===== src/cdcc_pkg.sv =====
// constants, encodings and register map of the clock distribution configuration block
// Overview of operation
// channel 1 divider has ratio-low, control and phase byte registers
// channel 2 divider has ratio-low, control and phase byte registers
// third output driver register: format, polarity, drive, enable like the first driver
// fourth output driver register: format, polarity, drive, enable like the first driver
// fifth output 3.3 V select resets to 0; then format field governs
// 3.3 V select set makes the fifth output a 3.3 V CMOS driver
// format field of the fifth output is ignored while 3.3 V select is set
// software sets 3.3 V select only when format already holds a CMOS code
// format 000 off/tristate, 001 HSTL (reset), 010 LVDS, 011/111 reserved
// format 100 both legs CMOS, 101 P leg only, 110 N leg only
// polarity 00 pos/neg, 01 pos/pos, 10 neg/pos, 11 neg/neg
// drive bit 0 low CMOS and 3.5 mA LVDS, 1 normal CMOS and boost
// CMOS drive strength applies only in 3.3 V mode; 1.8 V always low
// fifth output bit 0 enables the 1.8 V driver, resets disabled
// enable bit has no effect while 3.3 V select is set
// channel 3 divider 1 ratio low byte has own register, resets to 3
// every divider divides its input by ratio plus one
// control byte: bit 3 power down, bit 2 prescaler two, bits 1:0 ratio high
// phase is six bits, half input periods after sync, reset 0; divider drops the lsb and waits phase[5:1] whole input ticks
// register after channel 3 low byte holds its ratio bits 9:8, reset 0
// reserved bits read zero and ignore writes
package cdcc_pkg;
    localparam int        CDCC_NREG    = 11;
    localparam int        CDCC_AW      = 16;
    // register indices; byte address is four times the index
    localparam logic [13:0] IDX_CH1_RATIO_LOW  = 14'h0507;
    localparam logic [13:0] IDX_CH1_CONTROL    = 14'h0508;
    localparam logic [13:0] IDX_CH1_PHASE      = 14'h0509;
    localparam logic [13:0] IDX_DRV3_SETTING   = 14'h050A;
    localparam logic [13:0] IDX_DRV4_SETTING   = 14'h050B;
    localparam logic [13:0] IDX_CH2_RATIO_LOW  = 14'h050C;
    localparam logic [13:0] IDX_CH2_CONTROL    = 14'h050D;
    localparam logic [13:0] IDX_CH2_PHASE      = 14'h050E;
    localparam logic [13:0] IDX_DRV5_SETTING   = 14'h050F;
    localparam logic [13:0] IDX_CH3_RATIO_LOW  = 14'h0510;
    localparam logic [13:0] IDX_CH3_RATIO_HIGH = 14'h0511;
    // slot numbers inside the register array (index minus first index)
    localparam int S_CH1_LO = 0, S_CH1_CT = 1, S_CH1_PH = 2, S_DRV3 = 3, S_DRV4 = 4;
    localparam int S_CH2_LO = 5, S_CH2_CT = 6, S_CH2_PH = 7, S_DRV5 = 8;
    localparam int S_CH3_LO = 9, S_CH3_HI = 10;
    // field positions
    localparam int CTL_PD_BIT   = 3;
    localparam int CTL_RF2_BIT  = 2;
    localparam int PHASE_W      = 6;
    localparam int DRV_33_BIT   = 7;
    localparam int DRV_FMT_LSB  = 4;
    localparam int DRV_POL_LSB  = 2;
    localparam int DRV_STR_BIT  = 1;
    localparam int DRV_EN_BIT   = 0;
    localparam logic [7:0] RATIO_LOW_RESET = 8'h00;
    // writable bits per slot; everything else is reserved and reads zero
    localparam logic [7:0] CDCC_WMASK [CDCC_NREG] = '{
        8'hFF, 8'h0F, 8'h3F, 8'h7F, 8'h7F, 8'hFF, 8'h0F, 8'h3F, 8'hFF, 8'hFF, 8'h03};
    localparam logic [7:0] CDCC_RESET [CDCC_NREG] = '{
        RATIO_LOW_RESET, 8'h00, 8'h00, 8'h10, 8'h10, RATIO_LOW_RESET, 8'h00, 8'h00,
        8'h10, 8'h03, 8'h00};
    localparam logic [1:0] RESP_OKAY   = 2'h0;
    localparam logic [1:0] RESP_SLVERR = 2'h2;
    typedef enum logic [2:0] {
        FMT_OFF  = 3'h0, FMT_HSTL = 3'h1, FMT_LVDS = 3'h2, FMT_RSV3 = 3'h3,
        FMT_CMOS = 3'h4, FMT_CMOS_P = 3'h5, FMT_CMOS_N = 3'h6, FMT_RSV7 = 3'h7
    } cdcc_fmt_t;
endpackage


===== src/cdcc_divider.sv =====
// one channel divider: counts prescaler ticks, emits one pulse per ratio+1 ticks
`timescale 1ns/10ps
`default_nettype none
module cdcc_divider
    import cdcc_pkg::*;
(
    input  wire logic               core_clk,
    input  wire logic               rstn,
    input  wire logic               tickIn,
    input  wire logic               syncPulse,
    input  wire logic               powerDown,
    input  wire logic [9:0]         ratio,
    input  wire logic [PHASE_W-1:0] phase,
    output logic                    divTick,
    output logic                    divLevel
);
    logic [9:0] cntQ;
    logic [4:0] holdQ;
    logic       wrapW;
    logic       runW;

    // >= instead of == so a ratio lowered mid-count still wraps at once
    assign wrapW = (cntQ >= ratio);
    assign runW  = tickIn && !powerDown && (holdQ == 5'h00);

    // the half-period lsb of the phase cannot be resolved on whole ticks
    always_ff @(posedge core_clk or negedge rstn) begin
        if (!rstn) begin
            cntQ     <= 10'h000;
            holdQ    <= 5'h00;
            divTick  <= 1'b0;
            divLevel <= 1'b0;
        end else if (powerDown) begin
            cntQ     <= 10'h000;
            holdQ    <= 5'h00;
            divTick  <= 1'b0;
            divLevel <= 1'b0;
        end else if (syncPulse) begin
            cntQ     <= 10'h000;
            holdQ    <= phase[PHASE_W-1:1];
            divTick  <= 1'b0;
            divLevel <= 1'b0;
        end else begin
            divTick <= runW && wrapW;
            if (tickIn && holdQ != 5'h00) begin
                holdQ <= holdQ - 5'h01;
            end
            if (runW) begin
                cntQ <= wrapW ? 10'h000 : cntQ + 10'h001;
                if (wrapW) begin
                    divLevel <= !divLevel;
                end
            end
        end
    end
endmodule // cdcc_divider
`default_nettype wire


===== src/cdcc_clock_distribution.sv =====
// register file over AXI4-Lite, channel dividers and output driver decode
`timescale 1ns/10ps
`default_nettype none
module cdcc_clock_distribution
    import cdcc_pkg::*;
(
    input  wire logic              core_clk,
    input  wire logic              rstn,
    // axi4-lite slave
    input  wire logic [CDCC_AW-1:0] s_axi_awaddr,
    input  wire logic              s_axi_awvalid,
    output logic                   s_axi_awready,
    input  wire logic [31:0]       s_axi_wdata,
    input  wire logic [3:0]        s_axi_wstrb,
    input  wire logic              s_axi_wvalid,
    output logic                   s_axi_wready,
    output logic [1:0]             s_axi_bresp,
    output logic                   s_axi_bvalid,
    input  wire logic              s_axi_bready,
    input  wire logic [CDCC_AW-1:0] s_axi_araddr,
    input  wire logic              s_axi_arvalid,
    output logic                   s_axi_arready,
    output logic [31:0]            s_axi_rdata,
    output logic [1:0]             s_axi_rresp,
    output logic                   s_axi_rvalid,
    input  wire logic              s_axi_rready,
    // prescaler ticks and sync, one-cycle enables on core_clk
    input  wire logic              rf1Tick,
    input  wire logic              rf2Tick,
    input  wire logic              syncPulse,
    // channel divider outputs
    output logic [2:0]             chanTick,
    output logic [2:0]             chanLevel,
    output logic [1:0]             chanPowerDown,
    // output drivers: index 0 third, 1 fourth, 2 fifth
    output logic [2:0]             drvMode [3],
    output logic [2:0]             drvLegP,
    output logic [2:0]             drvLegN,
    output logic [2:0]             drvInvP,
    output logic [2:0]             drvInvN,
    output logic [2:0]             drvLvdsBoost,
    output logic                   fifthCmos33,
    output logic                   fifthStrongCmos
);
    logic [7:0]         regQ [CDCC_NREG];
    logic [CDCC_AW-1:0] awAddrQ;
    logic               awHeldQ;
    logic [7:0]         wByteQ;
    logic               wLaneQ;
    logic               wHeldQ;

    // write decode on the held address
    logic [13:0] wOffW;
    logic        wHitW;
    logic        doWriteW;
    logic [3:0]  wSlotW;
    assign wOffW    = awAddrQ[CDCC_AW-1:2] - IDX_CH1_RATIO_LOW;
    assign wHitW    = (awAddrQ[CDCC_AW-1:2] >= IDX_CH1_RATIO_LOW) && (wOffW < 14'(CDCC_NREG));
    assign wSlotW   = wOffW[3:0];
    assign doWriteW = awHeldQ && wHeldQ && !s_axi_bvalid;

    // read decode straight from the request address
    logic [13:0] rOffW;
    logic        rHitW;
    logic [7:0]  rByteW;
    assign rOffW  = s_axi_araddr[CDCC_AW-1:2] - IDX_CH1_RATIO_LOW;
    assign rHitW  = (s_axi_araddr[CDCC_AW-1:2] >= IDX_CH1_RATIO_LOW)
                    && (rOffW < 14'(CDCC_NREG));
    assign rByteW = rHitW ? regQ[rOffW[3:0]] : 8'h00;

    // channels take both sides at once only when no response is pending
    assign s_axi_awready = !awHeldQ && !s_axi_bvalid;
    assign s_axi_wready  = !wHeldQ && !s_axi_bvalid;
    assign s_axi_arready = !s_axi_rvalid;

    // address and data may come in either order; each is held until both are here
    always_ff @(posedge core_clk or negedge rstn) begin
        if (!rstn) begin
            awAddrQ <= '0;
            awHeldQ <= 1'b0;
        end else if (s_axi_awvalid && s_axi_awready) begin
            awAddrQ <= s_axi_awaddr;
            awHeldQ <= 1'b1;
        end else if (doWriteW) begin
            awHeldQ <= 1'b0;
        end
    end

    always_ff @(posedge core_clk or negedge rstn) begin
        if (!rstn) begin
            wByteQ <= 8'h00;
            wLaneQ <= 1'b0;
            wHeldQ <= 1'b0;
        end else if (s_axi_wvalid && s_axi_wready) begin
            wByteQ <= s_axi_wdata[7:0];
            wLaneQ <= s_axi_wstrb[0];
            wHeldQ <= 1'b1;
        end else if (doWriteW) begin
            wHeldQ <= 1'b0;
        end
    end

    // write response; unmapped addresses answer slverr and change nothing
    always_ff @(posedge core_clk or negedge rstn) begin
        if (!rstn) begin
            s_axi_bvalid <= 1'b0;
            s_axi_bresp  <= RESP_OKAY;
        end else if (doWriteW) begin
            s_axi_bvalid <= 1'b1;
            s_axi_bresp  <= wHitW ? RESP_OKAY : RESP_SLVERR;
        end else if (s_axi_bready) begin
            s_axi_bvalid <= 1'b0;
        end
    end

    // register array; only lane 0 carries a register byte
    always_ff @(posedge core_clk or negedge rstn) begin
        if (!rstn) begin
            for (int i = 0; i < CDCC_NREG; i++) begin
                regQ[i] <= CDCC_RESET[i];
            end
        end else if (doWriteW && wHitW && wLaneQ) begin
            regQ[wSlotW] <= wByteQ & CDCC_WMASK[wSlotW];
        end
    end

    // read channel, data registered on acceptance
    always_ff @(posedge core_clk or negedge rstn) begin
        if (!rstn) begin
            s_axi_rvalid <= 1'b0;
            s_axi_rdata  <= 32'h0000_0000;
            s_axi_rresp  <= RESP_OKAY;
        end else if (s_axi_arvalid && s_axi_arready) begin
            s_axi_rvalid <= 1'b1;
            s_axi_rdata  <= {24'h000000, rByteW};
            s_axi_rresp  <= rHitW ? RESP_OKAY : RESP_SLVERR;
        end else if (s_axi_rready) begin
            s_axi_rvalid <= 1'b0;
        end
    end

    // channel divider settings
    logic [9:0]         ratioW [3];
    logic [PHASE_W-1:0] phaseW [3];
    logic [2:0]         pdW;
    logic [2:0]         tickW;
    assign ratioW[0] = {regQ[S_CH1_CT][1:0], regQ[S_CH1_LO]};
    assign ratioW[1] = {regQ[S_CH2_CT][1:0], regQ[S_CH2_LO]};
    assign ratioW[2] = {regQ[S_CH3_HI][1:0], regQ[S_CH3_LO]};
    assign phaseW[0] = regQ[S_CH1_PH][PHASE_W-1:0];
    assign phaseW[1] = regQ[S_CH2_PH][PHASE_W-1:0];
    assign phaseW[2] = '0;
    assign pdW       = {1'b0, regQ[S_CH2_CT][CTL_PD_BIT], regQ[S_CH1_CT][CTL_PD_BIT]};
    // prescaler select; channel 3 select lives outside this block, so it uses the first
    assign tickW[0]  = regQ[S_CH1_CT][CTL_RF2_BIT] ? rf2Tick : rf1Tick;
    assign tickW[1]  = regQ[S_CH2_CT][CTL_RF2_BIT] ? rf2Tick : rf1Tick;
    assign tickW[2]  = rf1Tick;
    assign chanPowerDown = pdW[1:0];

    // three identical dividers: channel 1, channel 2, channel 3 divider 1
    for (genvar c = 0; c < 3; c++) begin : gChan
        cdcc_divider uDiv (
            .core_clk  (core_clk),
            .rstn      (rstn),
            .tickIn    (tickW[c]),
            .syncPulse (syncPulse),
            .powerDown (pdW[c]),
            .ratio     (ratioW[c]),
            .phase     (phaseW[c]),
            .divTick   (chanTick[c]),
            .divLevel  (chanLevel[c])
        );
    end

    // driver field extraction
    logic [7:0] drvRegW [3];
    logic [2:0] fmtW    [3];
    logic [1:0] polW    [3];
    logic [2:0] modeW   [3];
    logic [2:0] cmosW;
    logic       cmos33W;
    assign drvRegW[0] = regQ[S_DRV3];
    assign drvRegW[1] = regQ[S_DRV4];
    assign drvRegW[2] = regQ[S_DRV5];
    assign cmos33W    = regQ[S_DRV5][DRV_33_BIT];

    // effective mode: disabled or reserved code means powered down and tristated
    for (genvar d = 0; d < 3; d++) begin : gDrv
        logic enW;
        logic validW;
        assign fmtW[d]  = drvRegW[d][DRV_FMT_LSB+2:DRV_FMT_LSB];
        assign polW[d]  = drvRegW[d][DRV_POL_LSB+1:DRV_POL_LSB];
        assign enW      = drvRegW[d][DRV_EN_BIT];
        assign validW   = (fmtW[d] != FMT_RSV3) && (fmtW[d] != FMT_RSV7);
        assign modeW[d] = (enW && validW) ? fmtW[d] : FMT_OFF;
        assign cmosW[d] = modeW[d][2];
    end

    // fifth output in 3.3 V mode ignores format and enable and runs both legs
    logic [2:0] effModeW [3];
    assign effModeW[0] = modeW[0];
    assign effModeW[1] = modeW[1];
    assign effModeW[2] = cmos33W ? FMT_CMOS : modeW[2];

    // leg activity per mode; hstl and lvds drive both legs
    function automatic logic [1:0] legs(input logic [2:0] m);
        case (m)
            FMT_HSTL, FMT_LVDS, FMT_CMOS: legs = 2'b11;
            FMT_CMOS_P:                   legs = 2'b10;
            FMT_CMOS_N:                   legs = 2'b01;
            default:                      legs = 2'b00;
        endcase
    endfunction

    logic [2:0] legPW;
    logic [2:0] legNW;
    logic [2:0] invPW;
    logic [2:0] invNW;
    logic [2:0] boostW;
    logic [1:0] lgW [3];
    for (genvar d = 0; d < 3; d++) begin : gLeg
        logic polOnW;
        assign lgW[d]    = legs(effModeW[d]);
        assign legPW[d]  = lgW[d][1];
        assign legNW[d]  = lgW[d][0];
        // third and fourth apply polarity in cmos only; fifth whenever a leg is active
        assign polOnW    = (d == 2) ? (lgW[d] != 2'b00) : cmosW[d];
        assign invPW[d]  = polOnW && polW[d][1];
        assign invNW[d]  = polOnW && !(polW[d][1] ^ polW[d][0]);
        assign boostW[d] = (effModeW[d] == FMT_LVDS) && drvRegW[d][DRV_STR_BIT];
    end

    // strong cmos only exists on the 3.3 V path; 1.8 V cmos stays at low drive
    logic strongW;
    assign strongW = cmos33W && regQ[S_DRV5][DRV_STR_BIT];

    // driver controls leave through flip-flops, one cycle after the register write
    always_ff @(posedge core_clk or negedge rstn) begin
        if (!rstn) begin
            for (int d = 0; d < 3; d++) begin
                drvMode[d] <= FMT_OFF;
            end
            drvLegP         <= 3'h0;
            drvLegN         <= 3'h0;
            drvInvP         <= 3'h0;
            drvInvN         <= 3'h0;
            drvLvdsBoost    <= 3'h0;
            fifthCmos33     <= 1'b0;
            fifthStrongCmos <= 1'b0;
        end else begin
            for (int d = 0; d < 3; d++) begin
                drvMode[d] <= effModeW[d];
            end
            drvLegP         <= legPW;
            drvLegN         <= legNW;
            drvInvP         <= invPW;
            drvInvN         <= invNW;
            drvLvdsBoost    <= boostW;
            fifthCmos33     <= cmos33W;
            fifthStrongCmos <= strongW;
        end
    end
endmodule // cdcc_clock_distribution
`default_nettype wire


===== config.mk =====
export PLATFORM = sky130hd
export DESIGN_NAME = cdcc_clock_distribution
export DESIGN_NICKNAME = d
export VERILOG_FILES = /design/src/cdcc_pkg.sv /design/src/cdcc_divider.sv /design/src/cdcc_clock_distribution.sv
export SDC_FILE = /design/constraint.sdc
export NUM_CORES = 1
export LEC_CHECK = 0
export BUFFER_PORTS_ARGS = -buffer_cell sky130_fd_sc_hd__buf_2
export CORE_UTILIZATION = 55
export DETAILED_ROUTE_END_ITERATION = 10
export GPL_TIMING_DRIVEN = 1
export PLACE_DENSITY = 0.77
export RECOVER_POWER = 25
export SETUP_SLACK_MARGIN = 0.2
export SYNTH_ARGS = -nofsm -noshare
export SYNTH_HDL_FRONTEND = slang
export SYNTH_SLANG_ARGS = --single-unit

===== constraint.sdc =====
create_clock -name core_clk -period 3.7 [get_ports core_clk]
set_input_delay 0.37 -clock core_clk [delete_from_list [all_inputs] [get_ports core_clk]]
set_output_delay 0.37 -clock core_clk [all_outputs]
set_load 0.02 [all_outputs]

After elaboration in Yosys (flattened, before gate mapping) --
Memory sizes are Yosys's and may differ from the RTL's. Index checks and enable logic that the tools add are counted.
Word-level totals: register bits after elaboration 206, memory bits (read-only) 128, input port bits 78, output and inout port bits 75, word-level logic and storage cells 228, memories kept 1
Memory list:
- (no name shown) | depth 16, bits a word 8, rd ports 1, clocked after Yosys merged registers in 0, write ports 0, line cdcc_clock_distribution.sv:123 | regQ[wSlotW] <= wByteQ & CDCC_WMASK[wSlotW];
Operators by class: add/subtract/negate cells 8, magnitude comparators 10, eq/ne operators 21, mux-type cells 62, bitwise gates (word level) 6, reduce and logical (&&, ||, !) cells 77
Operators with widths (count):
- $mux W10 | 11
- $bwmux W88 | 1
- $mux W8 | 6
- $mux W5 | 8
- $logic_and A1 B1 Y1 | 39
- $bmux W8 S4 | 1
- $demux W8 S4 | 1
- $add A10 B1 Y10 const B | 3
- $ge A10 B10 Y1 | 3
- $ge A14 B11 Y1 const B | 2
- $lt A14 B4 Y1 const B | 2
- $sub A14 B11 Y14 const B | 2
- $eq A3 B3 Y1 const B | 9
- $mux W1 | 25
- $pmux W2 S3 | 3
- $reduce_bool A3 Y1 | 6
- $reduce_bool A2 Y1 | 8
- $logic_not A5 Y1 | 3
- $reduce_bool A5 Y1 | 3
- $sub A5 B1 Y5 const B | 3
- $logic_not A1 Y1 | 12
- $mux W3 | 4
- $ge A5 B5 Y1 const B | 2
- $not A4 Y5 | 2
- other kinds (10) | 25

Longest topological paths before layout --
word-level depth 10, mapped depth 12, depth with buffers taken out 9

By module --
A second synthesis with hierarchy kept.
Unflattened totals: cell total of the unflattened synthesis 1026, area, all modules 11133.2 um^2
Modules (own cells, without submodules):
- cdcc_clock_distribution | times used 1, cells each 612, area each 7514.7 um^2, sequential area each 3784.9 um^2
- cdcc_divider | times used 3, cells each 138, area each 1206.2 um^2, sequential area each 425.4 um^2

Worst setup path after synthesis --
No wires, ideal clock.
path kind in2reg, from in s_axi_araddr[2], to reg s_axi_rdata[4], library setup time 0.130 ns, arrival 3.383 ns, data required time 3.570 ns, path slack 0.187 ns, stages 12, path buffers 5, path through buf_1 clkbuf_1 inv_1 ha_1 clkbuf_1 buf_1 buf_2 mux4_2 nand2_1 a21oi_1 a31oi_1 o21ai_0
On the way: longest elaborated chain between the ends 6, elaborated cells between the ends (all ways) 9, classes of those cells add/sub (1); order compare (2); mux (4); bitwise (1); reduce/logical (1)
RTL lines:
- from (decl) | line cdcc_clock_distribution.sv:20 | input wire logic [CDCC_AW-1:0] s_axi_araddr,
- parallel branches: the longest is 5 deep, another holds $sub A14 B11 Y14
- $mux W8 * | line cdcc_clock_distribution.sv:69 | assign rByteW = rHitW ? regQ[rOffW[3:0]] : 8'h00;
- to (signal assigned) | line cdcc_clock_distribution.sv:135 | s_axi_rdata <= {24'h000000, rByteW};
- to (decl) | line cdcc_clock_distribution.sv:23 | output logic [31:0] s_axi_rdata,
Every way passes the cells marked *. The select of a mux whose other input is x is not followed. A chain may end at the register's enable or synchronous reset.

Final worst setup path --
from reg awAddrQ[2], to reg regQ (netlist bit ratioW[10])
On the way: longest elaborated chain between the ends 7, elaborated cells between the ends (all ways) 17, classes of those cells add/sub (1); order compare (4); mux (5); bitwise (2); reduce/logical (4); memory (1)
RTL lines:
- from (decl) | line cdcc_clock_distribution.sv:46 | logic [CDCC_AW-1:0] awAddrQ;
- from (signal assigned) | line cdcc_clock_distribution.sv:82 | awAddrQ <= s_axi_awaddr;
- $sub A14 B11 Y14 | line cdcc_clock_distribution.sv:57 | assign wOffW = awAddrQ[CDCC_AW-1:2] - IDX_CH1_RATIO_LOW;
- $not A4 Y5 (implied by the code) | line cdcc_clock_distribution.sv:123
- $mem_v2 Z16 W8, or another cell as far along
- $mux W8 (implied by the code) or $logic_and A1 B1 Y1 (tied branches) | line cdcc_clock_distribution.sv:123
- $mux W8 (implied by the code) | line cdcc_clock_distribution.sv:123
- $and A8 B8 Y8 or $demux W8 S4 (tied branches) | line cdcc_clock_distribution.sv:123
- $bwmux W88 | line cdcc_clock_distribution.sv:123
- to (signal, indexed assignment) | line cdcc_clock_distribution.sv:120 | regQ[i] <= CDCC_RESET[i];
- to (signal, indexed assignment) | line cdcc_clock_distribution.sv:123
- to (decl) | line cdcc_clock_distribution.sv:45 | logic [7:0] regQ [CDCC_NREG];
Parallel ways exist; a longest one is shown, timed or not. The select of a mux whose other input is x is not followed.

==> results summary <==
The number of global-route vias before repair is between 7,000 and 8,000. The core box area came out at 19,600 sq um. Registers are responsible for 40.9% of the overall power. approximately 150 I/O pins were placed.

The final routed DRC violation total is 0. The number of buffers and inverters on the critical path is 0. STA puts the critical path data required time at 4080 ps. After clock tree synthesis, the flow added hold-fix buffers numbering 0. The commonest cells after synthesis are dfrtp_1 (197), nand2_1 (133), o21ai_0 (70).

The count of synthesis-stage warnings from yosys came out at 0. The die extent in x came out at 144 um. The starting DRC count in detailed routing is 542. Max-cap violations in this run came to 1. The run finished, with violations left. The remaining max-slew budget at the tightest pin is -76.2%.

The final critical path takes up 85.7% of the cycle. TritonCTS built the clock tree. The net switching share of the total power came out at 34.6%.

On the critical path, the stage with the largest delay is an instance of dfrtp_1. The leakage power figure is between 5 and 6 nW. The worst hold path passes through 2 cells. The post-synthesis sequential element count is 202. The post-layout instance area is 12,400 sq um. In this run the critical register-to-register path is captured at ratioW[10]$_DFFE_PN0P_. The post-detailed-routing wire length is 24,200 um. The internal power of the cells came out at 4.51 mW. The estimated wirelength of the detail-placed design came out at 16,900 um. The number of diodes added for antenna fixing came out at 0.

The number of H-tree levels came out at 1. The tightest min-delay check is of the primary input to flip-flop type. The number of antenna violations at the first check in global routing is 0.

The clock transition at the registers of the reported paths came out at ~60 ps. The fraction of power consumed by the clock network came out at 31.7%. Setup violations remaining at the end of the flow were counted as 0. In this run the cell area of the synthesized design comes to 11,000 sq um. The worst endpoint data arrival time came out at 3550 ps. The routability congestion estimate from global placement came out at approximately 0.84. The insertion delay of the later-clocked pin in the worst-skew pair is 500 ps. The mean instance size in the synthesized netlist came out at 10.1 sq um. The biggest cell delay along the critical path is 480 ps.

The largest total area in the synthesized netlist belongs to dfrtp_1. The leading register cell type out of synthesis is dfrtp_1. The number of CTS-inserted buffers came out at 21. The remaining antenna violation count is 0.

The maximum number of pins on one net before global-route repair is 108. The count of cells along the worst register-to-register path came out at 8. The number of slew-limit violations in the final report came out at 107. The clock skew after layout is 10.2 ps. The post-CTS setup buffer count came out at 0. Setup repair after global routing left no endpoint under its margin. Summing all placed instances gives a cell area of 11,700 sq um.

The worst hold path begins at s_axi_bready. The fraction of registers with async set/reset came out at 100%. The total track usage is between 20% and 30%. The y dimension of the die came out at 144 um. The area share of the largest cell type after synthesis came out at ~45%. The number of placed instances, taps included, is 1,415.

The die covers 20,600 sq um. The register area share after synthesis is between 40% and 50%. For hold timing, the worst endpoint is s_axi_bvalid$_DFFE_PN0P_. The checks that failed: max-capacitance violations, max-slew violations.

Of all nets on the critical path, the largest fanout is 12. Detailed routing inserted a total of 8,298 vias. The number of clock sinks came out at around 200. The worst setup path is of the flip-flop to flip-flop kind. The cell area power density came out at 557 nW/um^2. The initialized floorplan defines slightly above 50 standard-cell rows.

The worst register-to-register path begins at awAddrQ[2]$_DFFE_PN0P_. The worst IR drop on VDD came out at 0.772 mV. Yosys mapped a number of flops with a built-in enable equal to 0. The final-report hold violation count came out at 0. The average via count per standard cell is 5.71. Summed over all layers, the global routing overflow is 0. The fraction of layout instances using a drive strength above 1 came out at 20.5%.

At the pin with the least slew margin, the transition time is 2640 ps. STA classifies the critical path startpoint as a flip-flop. The non-filler instance count after layout came out at 1,452. The area growth from synthesis to layout is 12.1%. Hold timing on the final database bottoms out at a slack of 44.9 ps. Power comes to a little under 7 mW. The gate family responsible for the most delay along the worst path is simple AND/OR/NAND/NOR gates. The cell count after synthesis came out at 1,088. Once the floorplan was initialized, standard cells occupied 56.3% of the core. The first global-routing pass estimated approximately 40,000 um of wire.

The worst register-to-register path has a setup slack of 530 ps. Post-CTS repair changed the size of 0 cells. In the final timing run, aggregate negative setup slack is 0 ps. After detailed routing, the average wire length per cell comes to 16.7 um. Of the total power, combinational logic draws a little over a quarter.

Yosys attributes the largest share of cell area to dfrtp_1 (45%), mux2_2 (5.4%), ha_1 (5.3%), nand2_1 (4.5%), mux4_2 (3.3%). The shortest period the worst path allows is roughly 3200 ps. No sink is reached through more buffers than the 3 on the longest clock path. The layout has 1,582 filler cells. The count of cell types in the netlist is 74. The iteration count of the initial detailed-routing pass is 5.

The reported net switching power is approximately 2.4 mW. The achievable frequency came out at 0.315 GHz. Walking the worst path, the cells encountered are ha_1 > a211o_1 > nor4_1 > a311o_1 > o41a_1 > and2_1 > nand4_4 > mux2_2.

The layout net count is 1,298. In this run the clock root is driven by a clkbuf_16. The most frequently used cell type in the post-synthesis netlist is dfrtp_1. STA classifies the critical path endpoint as a flip-flop. The quantity of I/O buffers inserted on ports came out at 95.
==> flip-flops by register name, summed over array words and instances, names as in the netlist, 9 cells and up <==
signal	cells
awAddrQ	14
drvMode	9
drvRegW	23
gChan.uDiv.cntQ	30
gChan.uDiv.holdQ	15
phaseW	12
ratioW	30
regQ	20
==> worst register-to-register path, stage by stage, from the launching register on <==
cell,delay (ps)
dfrtp_1,480
ha_1,400
a211o_1,330
nor4_1,270
a311o_1,150
o41a_1,330
and2_1,450
nand4_4,290
mux2_2,360
==> logic make-up (layout without fill, tap and decap cells) <==
family	after synthesis	in the layout	share of synthesized area (%)
fa+ha+maj	48	48	5.42
compound gates	220	220	12.3
flops	202	202	45.9
other cells	1	26	0.0340
mux	96	96	11.1
simple gates	360	360	17.0
buf+inv	132	206	5.90
xor+xnor	29	29	2.30
==> worst max path at each step <==
stage                      startpoint                         end  cells past startpoint
2_1_floorplan         s_axi_araddr[2]  s_axi_rdata[4]$_DFFE_PN0P_                     12
3_3_place_gp   awAddrQ[2]$_DFFE_PN0P_      ratioW[11]$_DFFE_PN0P_                      8
3_5_place_dp   awAddrQ[2]$_DFFE_PN0P_       phaseW[7]$_DFFE_PN0P_                      8
4_1_cts        awAddrQ[2]$_DFFE_PN0P_       phaseW[7]$_DFFE_PN0P_                      8
5_1_grt        awAddrQ[2]$_DFFE_PN0P_       phaseW[7]$_DFFE_PN0P_                      8
6_report       awAddrQ[2]$_DFFE_PN0P_      ratioW[10]$_DFFE_PN0P_                      8
==> metrics by stage <==
step	util, %	worst slack [ps]
floorplan	-	403
global placement	59.5	601
detailed placement	59.5	546
CTS	63.2	519
global route	63.1	327
finish	63.1	529
==> layout make-up <==
cell class	instances	area (sq um)	share of cell area [%]
inverters	55	206	1.67
clock buffers	29	596	4.82
flip-flops and latches	202	5060	40.9
clock inverters	8	118	0.951
well taps	265	332	2.68
multi-input cells	779	5420	43.9
repair buffers	114	631	5.10
==> cell usage in the layout (no fill, tap or decap), types with 25 or more instances in the layout <==
| master | count |
|---|---|
| dfrtp_1 | 197 |
| mux2_2 | 53 |
| nor2_1 | 61 |
| buf_2 | 94 |
| ha_1 | 47 |
| inv_1 | 55 |
| conb_1 | 26 |
| o21ai_0 | 70 |
| nand2_1 | 133 |
| a21oi_1 | 56 |
| mux2i_1 | 25 |
| nand3_1 | 33 |
==> power by group through the flow <==
stage	Sequential, mW	Combinational (mW)	Clock (mW)
after floorplan	2.67	1.56	0
after global routing	2.87	2.10	2.31
after CTS	2.82	1.89	2.24
final	2.82	1.89	2.18
after detailed placement	2.85	1.88	0
after global placement	2.84	1.83	0
==> per-layer routing <==
metal	global-route usage [%]	part of all wire (%)
met5	0.752	0
met4	5.82	1.9
met2	41.6	50
met3	2.90	4.6
met1	32.7	44
Note: power is estimated with default switching activity, not from simulation.
